**src/logic/acst_pkg.sv**
```systemverilog
// constants for the accelerometer status and timestamp register group
package acst_pkg;
  // ==========================================================
  // register indices (printed offsets are not word aligned)
  localparam logic [7:0] ACST_IDX_ACC_Z_HI   = 8'h17;
  localparam logic [7:0] ACST_IDX_TS_B0      = 8'h18;
  localparam logic [7:0] ACST_IDX_TS_B1      = 8'h19;
  localparam logic [7:0] ACST_IDX_TS_B2      = 8'h1A;
  localparam logic [7:0] ACST_IDX_PWR_FLAGS  = 8'h1B;
  localparam logic [7:0] ACST_IDX_FEAT_IRQ   = 8'h1C;
  localparam logic [7:0] ACST_IDX_DATA_IRQ   = 8'h1D;
  localparam logic [7:0] ACST_IDX_IRQ_MASK0  = 8'h30;
  localparam logic [7:0] ACST_IDX_IRQ_MASK1  = 8'h31;
  localparam logic [7:0] ACST_IDX_IRQ_PEND   = 8'h32;
  localparam logic [7:0] ACST_IDX_SOFT_RST   = 8'h33;
  localparam int         ACST_IDX_SHIFT      = 2;
  // ==========================================================
  // reset values
  localparam logic [7:0] ACST_RST_PWR_FLAGS  = 8'h01;
  localparam logic [7:0] ACST_RST_ZERO       = 8'h00;
  localparam logic [7:0] ACST_SOFT_RST_CMD   = 8'hB6;
  // ==========================================================
  // field layouts
  localparam logic [7:0] ACST_FEAT_MASK      = 8'hEE;
  localparam logic [7:0] ACST_DATA_MASK      = 8'hA3;
  localparam int         ACST_FEAT_ACTIVITY  = 2;
  localparam int         ACST_DATA_ACC_RDY   = 7;
  localparam int         ACST_DATA_AUX_RDY   = 5;
  localparam int         ACST_DATA_FWM       = 1;
  localparam int         ACST_DATA_FFULL     = 0;
  localparam int         ACST_PEND_BITS      = 3;
  // ==========================================================
  // timing: tick period in nanoseconds, clock period in ns
  localparam real        ACST_TICK_NS        = 39062.5;
  localparam real        ACST_CLK_NS         = 40.0;
  localparam int         ACST_TS_WIDTH       = 24;
endpackage : acst_pkg

```
**src/logic/acst_tick_div.sv**
```systemverilog
// divider producing the sensor time tick enable
`timescale 1ns/1ns
module acst_tick_div #(
  parameter int unsigned DIV = 977
) (
  input  wire logic clk_i,
  input  wire logic rst_i,
  output logic      tick_o
);
  logic [15:0] cnt_q;

  // ==========================================================
  // count down, one pulse per wrap
  always_ff @(posedge clk_i) begin
    if (rst_i || cnt_q == 16'h0000) begin
      cnt_q <= 16'(DIV - 1);
    end else begin
      cnt_q <= cnt_q - 16'h0001;
    end
  end

  // held low in reset so no tick escapes early
  assign tick_o = !rst_i && (cnt_q == 16'h0000);
endmodule : acst_tick_div

```
**src/logic/acst_regs.sv**
```systemverilog
// status, timestamp and clear-on-read interrupt registers
`timescale 1ns/1ns
module acst_regs
  import acst_pkg::*;
#(
  parameter int unsigned TICK_DIV = 977
) (
  input  wire logic        clk_i,
  input  wire logic        rst_i,
  input  wire logic        wb_cyc_i,
  input  wire logic        wb_stb_i,
  input  wire logic        wb_we_i,
  input  wire logic [9:0]  wb_adr_i,
  input  wire logic [3:0]  wb_sel_i,
  input  wire logic [31:0] wb_dat_i,
  output logic      [31:0] wb_dat_o,
  output logic             wb_ack_o,
  output logic             wb_err_o,
  input  wire logic [7:0]  accel_z_hi_i,
  input  wire logic        step_evt_i,
  input  wire logic        activity_evt_i,
  input  wire logic        wrist_tilt_evt_i,
  input  wire logic        wakeup_evt_i,
  input  wire logic        motion_evt_i,
  input  wire logic        error_evt_i,
  input  wire logic        acc_rdy_evt_i,
  input  wire logic        aux_rdy_evt_i,
  input  wire logic        fifo_wm_evt_i,
  input  wire logic        fifo_full_evt_i,
  output logic             irq_o
);
  import acst_pkg::*;

  logic [ACST_TS_WIDTH-1:0] ts_q;
  logic [7:0]  pwr_q;
  logic [7:0]  feat_q;
  logic [7:0]  data_q;
  logic [7:0]  mask0_q;
  logic [7:0]  mask1_q;
  logic [7:0]  feat_evt;
  logic [7:0]  data_evt;
  logic [7:0]  idx;
  logic        tick;
  logic        req;
  logic        rd;
  logic        wr;
  logic        lane0;
  logic        hit;
  logic        soft_rst_q;
  logic        any_rst;
  logic [7:0]  rdata;

  // ==========================================================
  // bus decode: one byte register per aligned word, low lane
  assign idx   = 8'(wb_adr_i >> ACST_IDX_SHIFT);
  assign req   = wb_cyc_i && wb_stb_i && !wb_ack_o && !wb_err_o;
  assign lane0 = wb_sel_i[0];
  assign rd    = req && !wb_we_i && hit;
  assign wr    = req && wb_we_i && hit && lane0;
  // soft reset restores flags, timestamp and tick like the external reset; masks are kept
  assign any_rst = rst_i || soft_rst_q;

  // ==========================================================
  // sensor time tick
  acst_tick_div #(
    .DIV    (TICK_DIV)
  ) u_tick (
    .clk_i  (clk_i),
    .rst_i  (any_rst),
    .tick_o (tick)
  );

  // free-running counter, natural wrap at 2^24
  always_ff @(posedge clk_i) begin
    if (any_rst) begin
      ts_q <= '0;
    end else if (tick) begin
      ts_q <= ts_q + 1'b1;
    end
  end

  // ==========================================================
  // event vectors placed at their status bit positions
  always_comb begin
    feat_evt = {error_evt_i, motion_evt_i, wakeup_evt_i, 1'b0,
                wrist_tilt_evt_i, 1'b0, step_evt_i, 1'b0};
    feat_evt[ACST_FEAT_ACTIVITY] = activity_evt_i;
    data_evt = ACST_RST_ZERO;
    data_evt[ACST_DATA_ACC_RDY] = acc_rdy_evt_i;
    data_evt[ACST_DATA_AUX_RDY] = aux_rdy_evt_i;
    data_evt[ACST_DATA_FWM]     = fifo_wm_evt_i;
    data_evt[ACST_DATA_FFULL]   = fifo_full_evt_i;
  end

  // power-up flag: set by any reset, cleared by a read
  always_ff @(posedge clk_i) begin
    if (any_rst) begin
      pwr_q <= ACST_RST_PWR_FLAGS;
    end else if (rd && idx == ACST_IDX_PWR_FLAGS) begin
      pwr_q <= ACST_RST_ZERO;
    end
  end

  // feature flags: sticky, read clears, a coincident event survives
  always_ff @(posedge clk_i) begin
    if (any_rst) begin
      feat_q <= ACST_RST_ZERO;
    end else if (rd && idx == ACST_IDX_FEAT_IRQ) begin
      feat_q <= feat_evt & ACST_FEAT_MASK;
    end else begin
      feat_q <= (feat_q | feat_evt) & ACST_FEAT_MASK;
    end
  end

  // data and buffer flags, same scheme; reserved bits forced zero
  always_ff @(posedge clk_i) begin
    if (any_rst) begin
      data_q <= ACST_RST_ZERO;
    end else if (rd && idx == ACST_IDX_DATA_IRQ) begin
      data_q <= data_evt & ACST_DATA_MASK;
    end else begin
      data_q <= (data_q | data_evt) & ACST_DATA_MASK;
    end
  end

  // ==========================================================
  // masks and soft reset command
  always_ff @(posedge clk_i) begin
    if (rst_i) begin
      mask0_q <= ACST_RST_ZERO;
      mask1_q <= ACST_RST_ZERO;
    end else if (wr && idx == ACST_IDX_IRQ_MASK0) begin
      mask0_q <= wb_dat_i[7:0];
    end else if (wr && idx == ACST_IDX_IRQ_MASK1) begin
      mask1_q <= wb_dat_i[7:0];
    end
  end

  // one-cycle pulse; masks survive soft reset on purpose
  always_ff @(posedge clk_i) begin
    if (rst_i) begin
      soft_rst_q <= 1'b0;
    end else begin
      soft_rst_q <= wr && idx == ACST_IDX_SOFT_RST &&
                    wb_dat_i[7:0] == ACST_SOFT_RST_CMD;
    end
  end

  // level interrupt from unmasked flags
  assign irq_o = |(feat_q & mask0_q) || |(data_q & mask1_q) ||
                 (pwr_q[0] && mask1_q[ACST_DATA_FWM + 1]);

  // ==========================================================
  // read mux
  always_comb begin
    hit   = 1'b1;
    rdata = ACST_RST_ZERO;
    case (idx)
      ACST_IDX_ACC_Z_HI:  rdata = accel_z_hi_i;
      ACST_IDX_TS_B0:     rdata = ts_q[7:0];
      ACST_IDX_TS_B1:     rdata = ts_q[15:8];
      ACST_IDX_TS_B2:     rdata = ts_q[23:16];
      ACST_IDX_PWR_FLAGS: rdata = pwr_q;
      ACST_IDX_FEAT_IRQ:  rdata = feat_q;
      ACST_IDX_DATA_IRQ:  rdata = data_q;
      ACST_IDX_IRQ_MASK0: rdata = mask0_q;
      ACST_IDX_IRQ_MASK1: rdata = mask1_q;
      ACST_IDX_IRQ_PEND:  rdata = 8'({irq_o, |(data_q & mask1_q),
                                      |(feat_q & mask0_q)});
      ACST_IDX_SOFT_RST:  rdata = ACST_RST_ZERO;
      default:            hit   = 1'b0;
    endcase
  end

  // ==========================================================
  // one-cycle registered answer; unmapped gives err
  always_ff @(posedge clk_i) begin
    if (rst_i) begin
      wb_ack_o <= 1'b0;
      wb_err_o <= 1'b0;
      wb_dat_o <= '0;
    end else begin
      wb_ack_o <= req && hit;
      wb_err_o <= req && !hit;
      wb_dat_o <= (req && !wb_we_i && hit) ? {24'h00_0000, rdata} : '0;
    end
  end
endmodule : acst_regs

```
**config.mk**
```make
export PLATFORM = sky130hd
export DESIGN_NAME = acst_regs
export DESIGN_NICKNAME = d
export VERILOG_FILES = /design/src/logic/acst_pkg.sv /design/src/logic/acst_tick_div.sv /design/src/logic/acst_regs.sv
export SDC_FILE = /design/constraint.sdc
export NUM_CORES = 1
export LEC_CHECK = 0
export BUFFER_PORTS_ARGS = -buffer_cell sky130_fd_sc_hd__buf_2
export CAP_MARGIN = 30
export CORE_AREA = 2 2 77 116
export CTS_CLUSTER_DIAMETER = 50
export DETAILED_ROUTE_END_ITERATION = 8
export DIE_AREA = 0 0 79 118
export PLACE_DENSITY = 0.75
export SLEW_MARGIN = 30
export SYNTH_ARGS = -nofsm -noshare
export SYNTH_HDL_FRONTEND = slang
export SYNTH_SLANG_ARGS = --single-unit
```
**constraint.sdc**
```tcl
create_clock -name clk_i -period 2.4 [get_ports clk_i]
set_clock_uncertainty 0.05 [all_clocks]
set_input_delay 0.12 -clock clk_i [delete_from_list [all_inputs] [get_ports clk_i]]
set_output_delay 0.12 -clock clk_i [all_outputs]
set_load 0.05 [all_outputs]
```
; ---- Yosys cells after proc, flatten, opt, wreduce, memory -nomap -nowiden
; Index checks and enable logic that the tools add are counted.
[totals]
reg_bits = 108
input_bits = 69
out_inout_bits = 35
word_cells = 70
[classes]
n_addsub = 2
n_eq_ne = 12
muxes = 4
bitwise_logic = 6
n_reduce_logical = 34
[ops]
columns = cell, count
row1 = $pmux 8 s10, 1
row2 = $eq 8x5->1 const B, 7
row3 = $eq 8x6->1 const B, 4
row4 = $add 24x1->24 const B, 1
row5 = $logic_and 1x1->1, 19
row6 = $and 8x8->8, 2
row7 = $logic_not 16->1, 1
row8 = $mux 8, 2
row9 = $or 8x8->8, 2
row10 = $reduce_or 8->1, 2
row11 = $sub 16x1->16 const B, 1
row12 = $reduce_or 11->1, 1
row13 = $eq 8x8->1 const B, 1
row14 = $logic_not 1->1, 5
row15 = $logic_or 1x1->1, 4
row16 = $not 1->1, 2
row17 = $reduce_and 2->1, 1
row18 = $reduce_or 2->1, 1
row19 = $mux 1, 1

; ---- Logic depth before layout (Yosys ltp)
; Gate-level depths: netlist of run 1.
[logic_depth]
depth_word = 9
depth_mapped = 7
depth_no_buf = 6

; ---- Cells and area by module
; From an unflattened synthesis of run 1, not the netlist that was laid out.
[unflattened]
cells_unflattened = 507
area_unflattened_um2 = 4221.5
[modules_own_cells]
columns = module, n_inst, cells_per_inst, area_each_um2, seq_area_each_um2
row1 = acst_regs, 1, 432, 3470.8, 1241.2
row2 = acst_tick_div, 1, 75, 750.7, 320.3

; ---- Worst setup path after synthesis of run 1
; No wires, ideal clock.
[synth_timing]
path_type = register to register
startpoint = register u_tick.cnt_q[0]
endpoint = register ts_q[17]
arrival_time_ns = 1.702
t_required_ns = 2.278
slack_ns = 0.576
path_stages_with_launch = 8
n_path_buf = 1
period_less_slack_ns = 1.824
cell_sequence = dfxtp_1 > inv_1 > ha_1 > nor3b_4 > nand4_4 > buf_6 > nor4_1 > mux2i_1
[synth_between]
elab_chain_len = 2
[synth_lines]
columns = element, line
row1 = from (decl), acst_tick_div.sv:10  ; logic [15:0] cnt_q;
row2 = from (signal assigned), acst_tick_div.sv:16  ; cnt_q <= 16'(DIV - 1);
row3 = from (signal assigned), acst_tick_div.sv:18  ; cnt_q <= cnt_q - 16'h0001;
row4 = $logic_not 16->1, acst_tick_div.sv:23  ; assign tick_o = !rst_i && (cnt_q == 16'h0000);
row5 = $logic_and 1x1->1, acst_tick_div.sv:23
row6 = to (signal assigned), acst_regs.sv:78  ; ts_q <= ts_q + 1'b1;
row7 = to (decl), acst_regs.sv:34  ; logic [ACST_TS_WIDTH-1:0] ts_q;
; Every way passes these cells.
; A chain may end at the register's enable or synchronous reset.

; ---- Worst setup path after layout of run 1
[layout_timing]
startpoint = register u_tick.cnt_q[0]
endpoint = register ts_q[8]
; The elaborated chain is that of the path after synthesis.

==> results of run 1 <==
==> report_power, final <==
part           switching [mW]  internal (mW)  leakage (nW)
logic                   0.223          0.120          1.17
clock network           0.558          0.840         0.149
registers              0.0416           1.33         0.633
==> layer usage <==
metal  vias to the layer above  track usage [%]  share of wire, %
met3                        32             5.29               5.8
met1                      1897             26.3                38
met4                         0             13.4               3.6
li1                       1906                -                 -
met5                         -                0                 0
met2                       162             44.3                53
==> cell type report <==
cell class              instances  area (µm²)  share of cell area [%]
flip-flops and latches         78        1560                    31.2
clock inverters                 6        68.8                    1.37
inverters                      17        63.8                    1.27
well taps                     107         134                    2.67
repair buffers                 70         428                    8.54
clock buffers                  10         239                    4.77
multi-input cells             373        2520                    50.2
==> cell usage after synthesis, drive strengths merged, types with 16 or more instances <==
cell,number,area share [%]
dfxtp,78,36
buf,35,5.7
mux2i,28,6.4
nand2,28,2.4
nand2b,28,4.0
a21oi,24,2.8
o21ai,22,2.5
nor2,21,1.8
nand3,19,2.2
or3,19,2.7
inv,17,1.5
clkbuf,16,1.4
==> registers in the layout, summed over array words and instances, names as in the netlist <==
| register | flops |
|---|---|
| mask1_q | 8 |
| u_tick.cnt_q | 16 |
| ts_q | 24 |
| feat_q | 6 |
| mask0_q | 8 |
| wb_err_o | 1 |
| wb_dat_o | 8 |
| wb_ack_o | 1 |
| soft_rst_q | 1 |
| data_q | 4 |
| pwr_q | 1 |
==> per-stage QoR <==
stage	instances	cell area, µm²	total power [mW]	hold slack (ns)	setup slack (ns)
floorplan	519	4450	1.66	0.199	0.576
global placement	634	4590	1.71	0.315	0.470
detailed placement	634	4590	1.72	0.314	0.402
CTS	661	5010	3.13	0.0173	0.378
global route	661	5010	3.20	0.0438	0.247
finish	661	5010	3.11	0.0203	0.388
==> worst paths after layout <==
path                               from                       to  slack (ns)  cells after the start
max          u_tick.cnt_q[0]$_SDFF_PP0_     ts_q[8]$_SDFFE_PP0P_        0.39                      7
min                         wb_dat_i[0]  mask0_q[0]$_SDFFE_PP0P_        0.02                      3
max reg2reg  u_tick.cnt_q[0]$_SDFF_PP0_     ts_q[8]$_SDFFE_PP0P_        0.39                      7
min reg2reg     mask0_q[4]$_SDFFE_PP0P_  mask0_q[4]$_SDFFE_PP0P_        0.43                      2
==> worst min-delay path, stage by stage <==
cell	delay [ns]
buf_2	0.10
nand2b_1	0.08
mux2i_1	0.07
==> logic make-up after synthesis <==
group	after synthesis	synth area share [%]
XOR/XNOR	10	2.01
other	1	0.0859
multiplexers	36	9.00
buffers and inverters	68	8.57
flip-flops	78	35.8
adder cells (fa/ha/maj)	2	0.573
AO/OA/AOI/OAI	102	15.6
AND/OR/NAND/NOR	199	28.4
==> cells in the final DEF, fill, tap and decap left out, types with 11 or more instances in the layout <==
cell type	synthesis	layout
dfxtp_1	78	78
buf_2	8	50
nand2_1	28	28
mux2i_1	28	28
nand2b_1	28	28
a21oi_1	24	24
conb_1	1	24
o21ai_0	21	21
nor2_1	21	21
nand3_1	19	19
or3_1	19	19
inv_1	17	17
nand4_1	14	14
dlygate4sd3_1	0	11
==> impl_metrics.yaml, run 1 <==
floorplan:
  die_height_um: 118
  rows: 41
  start_util_pct: 52.5
  dieWidth_um: 79
  boundaryPins: 104
  core_area_mm2: 0.00831
  dieArea_mm2: 0.00932
synthesis:
  synth.distinct_cells: 60
  synth-seq-cells: 78
  synth_edf_count: 0
  synth_area_mm2: 0.00437
  ys.flop_type: "dfxtp_1"
  syn_avg_cell_area_um2: 8.80
  yosysWarnings: 0
  ys_async_sr_fraction_pct: 0
  syn_inst: 496
  ys_seq_area_share_pct: 35.8
route:
  firstDrtPassIters: 6
  drt-initial-drc-count: 267
  wl_per_cell_um: 17.2
  num_vias: 3997
  drtAntennaViolNets: 0
  routed_wirelength_mm: 11.3
  drc_errors: 0
  via_per_inst: 6.05
worst_setup_path:
  path_class: "reg -> reg"
  slowest_stage: "or4_1"
  path_max_fanout: 36
  endpoint_kind: "register"
  worst_ep_required_time_ns: 2.62
  critPathMaxStageDelay_ns: 0.53
  path_buf_inv: 2
  arrival_ns: 2.24
  crit_path_start_kind: "register"
  crit_chain: "inv_1, ha_1, nor3b_4, nand4_4, buf_4, or4_1, a21oi_1"
  cp_top_family: "simple AND/OR/NAND/NOR gates"
global_route:
  grt_max_degree: 44
  grt_pass1_wl_mm: 18.3
  grt_pass1_vias: 3900
  grt-ovfl-total: 0
  antenna_found_initial: 0
  grt_use_total_pct: 24.7
outcome:
  status: "complete, no violations"
clock_tree:
  postCtsSetupBuffers: 0
  htreeDepth: 3
  clock_sinks: 78
  clk_pin_slew_ns: 0.06
  cts_hold_buffers: 11
  clock_path_buffers: 2
  cts_buffers: 9
  cts_resized: 0
  root_buffer: "clkbuf_16"
  clock_latency_ns: 0.34
  cts_tree: "yes"
finish:
  num_antenna_cells: 0
  drive_gt1_share_pct: 17.9
  synthToLayoutAreaGrowth_pct: 14.8
  n_fill_cell: 736
  utilization_pct: 60.3
  nNetsFinal: 620
sta:
  setup_viol_count_final: 0
  period_share_pct: 83.8
  clock.fmax_ghz: 0.497
  slew_violations: 0
  min_period_ns: 2.01
  fin_tns_setup_ns: 0
  hold_viol_final: 0
  rsz0062_at_grt: "no"
  slew-limit-headroom_pct: 49.1
  worstMarginPinSlew_ns: 0.756
placement:
  gp_congestion: 1.05
  hpwl_mm: 8.08
  port_buffers: 50
pwr:
  leakage_nw: 1.95
  power_density_mw_per_mm2: 620
  ir_worst_vdd_v: 0.000500
job:
  max_cap_viol_count: 0
hold_path:
  hold_class: "in -> reg"
Power figures use the tool's default switching activity.
==> run 2: changes to the inputs <==
--- a/config.mk
+++ b/config.mk
@@ -7,11 +7,11 @@
 export LEC_CHECK = 0
 export BUFFER_PORTS_ARGS = -buffer_cell sky130_fd_sc_hd__buf_2
 export CAP_MARGIN = 30
-export CORE_AREA = 2 2 77 116
+export CORE_AREA = 2 2 81 121
 export CTS_CLUSTER_DIAMETER = 50
 export DETAILED_ROUTE_END_ITERATION = 8
-export DIE_AREA = 0 0 79 118
-export PLACE_DENSITY = 0.75
+export DIE_AREA = 0 0 83 123
+export PLACE_DENSITY = 0.72
 export SLEW_MARGIN = 30
 export SYNTH_ARGS = -nofsm -noshare
 export SYNTH_HDL_FRONTEND = slang
==> constraint.sdc (replaced) <==
create_clock -name clk_i -period 1.7 [get_ports clk_i]
set_clock_uncertainty 0.05 [all_clocks]
set_input_delay 0.085 -clock clk_i [delete_from_list [all_inputs] [get_ports clk_i]]
set_output_delay 0.085 -clock clk_i [all_outputs]
set_load 0.05 [all_outputs]
==> run 2 against run 1 <==
  * The run now ends with negative setup slack left
  * Final cell count up 9.7%
  * Die area rose by 9.5%
  * Via count rose by 7.7%
  * Utilization increased by 2.7 points
  * Power increased by 48%
  * Global-route usage shrank 0.12 points
  * Combinational power rose by 83%
  * Register-to-register slack worse by 0.56 ns
  * Critical endpoint is now ts_q[5]$_SDFFE_PP0P_
  * Sequential power increased by 41%
  * First-iteration DRC count up 21%
  * Count of clock-buffer cells in the layout down 1
==> impl_metrics.yaml, run 2 (same netlist as run 1, synthesis figures left out) <==
outcome:
  status: "finished, violations left"
  violations: "negative setup slack"
global_route:
  grt_use_total_pct: 24.6
  grt-ovfl-total: 0
  grt_pass1_vias: 4187
  grt_pass1_wl_mm: 20.3
  antenna_found_initial: 0
  grt_max_degree: 25
route:
  wl_per_cell_um: 17.6
  routed_wirelength_mm: 12.8
  drt-initial-drc-count: 322
  firstDrtPassIters: 6
  drc_errors: 0
  via_per_inst: 5.94
  num_vias: 4304
  drtAntennaViolNets: 0
sta:
  clock.fmax_ghz: 0.533
  worstMarginPinSlew_ns: 0.605
  setup_viol_count_final: 17
  fin_ws_ns: -0.176
  slew_violations: 0
  slew-limit-headroom_pct: 59.6
  hold_viol_final: 0
  min_period_ns: 1.88
  period_share_pct: 110
  fin_tns_setup_ns: -1.11
  rsz0062_at_grt: "yes"
pwr:
  leakage_nw: 2.39
  power_density_mw_per_mm2: 793
  ir_worst_vdd_v: 0.000815
  total_power_mw: 4.59
clock_tree:
  cts_tree: "yes"
  htreeDepth: 3
  clk_pin_slew_ns: 0.07
  cts_buffers: 9
  clock_sinks: 78
  clock_path_buffers: 2
  clock_latency_ns: 0.34
  root_buffer: "clkbuf_16"
floorplan:
  core_area_mm2: 0.00920
  dieArea_mm2: 0.0102
  die_height_um: 123
  boundaryPins: 104
  rows: 43
  start_util_pct: 47.5
  dieWidth_um: 83
finish:
  synthToLayoutAreaGrowth_pct: 32.7
  num_antenna_cells: 0
  largest_reg_flops: 24
  final_common_cell: "dfxtp_1"
  design_area_mm2: 0.00579
  mostFrequentLayoutCells: "dfxtp_1, buf_4, buf_2"
  n_fill_cell: 749
  drive_gt1_share_pct: 32.8
  fin_cells: 725
  nNetsFinal: 679
  top_register: "ts_q"
  top_regs: "ts_q x24, u_tick.cnt_q x16"
worst_setup_path:
  arrival_ns: 2.10
  critPathMaxStageDelay_ns: 0.54
  r2r_end: "ts_q[5]$_SDFFE_PP0P_"
  slowest_stage: "or4_4"
  reg2reg_depth: 8
  r2r-start: "u_tick.cnt_q[1]$_SDFF_PP0_"
  reg2reg_slack_ns: -0.18
  crit_chain: "inv_2, ha_4, nor3b_4, buf_4, buf_6, nand3_2, or4_4, a21oi_2"
  path_max_fanout: 3
  endpoint_kind: "register"
  crit_path_start_kind: "register"
  path_class: "reg -> reg"
  worst_ep_required_time_ns: 1.93
placement:
  hpwl_mm: 8.77
  port_buffers: 50
  postPlaceCellArea_mm2: 0.00506
  gp_congestion: 0.946
  dpl.cell_count: 683
hold_path:
  hold_class: "in -> reg"
  hold_path_end: "mask1_q[4]$_SDFFE_PP0P_"
  min_path_cells: 3
  min-delay-start: "wb_dat_i[4]"
job:
  max_cap_viol_count: 0
==> run 2: worst max-delay path by stage <==
stage                                     from                    end  slack (ns)  cells after the start
floorplan           u_tick.cnt_q[1]$_SDFF_PP0_  ts_q[17]$_SDFFE_PP0P_       -0.04                      7
global placement    u_tick.cnt_q[1]$_SDFF_PP0_   ts_q[5]$_SDFFE_PP0P_       -0.03                      7
detailed placement  u_tick.cnt_q[1]$_SDFF_PP0_  ts_q[16]$_SDFFE_PP0P_       -0.11                      7
CTS                 u_tick.cnt_q[1]$_SDFF_PP0_   ts_q[5]$_SDFFE_PP0P_        -0.1                      8
global route        u_tick.cnt_q[1]$_SDFF_PP0_  ts_q[14]$_SDFFE_PP0P_       -0.26                      7
finish              u_tick.cnt_q[1]$_SDFF_PP0_   ts_q[5]$_SDFFE_PP0P_       -0.18                      8
==> run 2: layout make-up <==
type                       instances  area, µm²  share of cell area (%)
multi-input combinational        373       2780                    48.0
sequential                        78       1580                    27.2
timing repair buffer             129        918                    15.9
clock buffer                       9        225                    3.89
tap                              112        140                    2.42
clock inverter                     7       88.8                    1.53
inverter                          17       63.8                    1.10
==> run 2: critical path, delay by kind of cell (launching register included) <==
| family | cells | cell delay [ns] |
|---|---|---|
| AOI/OAI and AO/OA | 1 | 0.14 |
| adders and majority gates | 1 | 0.13 |
| buffers and inverters | 3 | 0.31 |
| DFF | 1 | 0.32 |
| and+or+nand+nor | 3 | 0.84 |
==> run 2: per-layer routing <==
| metal | GRT usage, % | part of all wire [%] |
|---|---|---|
| met2 | 47.0 | 53 |
| met3 | 4.27 | 5.6 |
| met5 | 0 | 0 |
| met4 | 11.7 | 4.6 |
| met1 | 26.1 | 37 |
==> run 2: timing repair <==
item | in CTS | in global routing
buffers inserted | 6 | 6
resized for setup | 16 | 23
pin swaps | 5 | 14
endpoints found under the hold margin | 19 | 0
endpoints found under the setup margin | 17 | 36
hold buffers | 16 | 0
==> run 2: per-stage QoR <==
stage               util (%)  hold slack [ns]  setup slack [ns]
floorplan                  -            0.164           -0.0370
global placement        55.0            0.274           -0.0259
detailed placement      55.0            0.283            -0.113
CTS                     61.6          0.00566           -0.0996
global route            63.0           0.0188            -0.255
finish                  63.0           0.0112            -0.176
==> run 2: power breakdown <==
part	switching [mW]	internal (mW)	leakage, nW	total [mW]
Clock	0.861	1.18	0.152	2.04
Combinational	0.361	0.269	1.60	0.629
Sequential	0.0554	1.87	0.638	1.93
Total	1.28	3.32	2.39	4.59
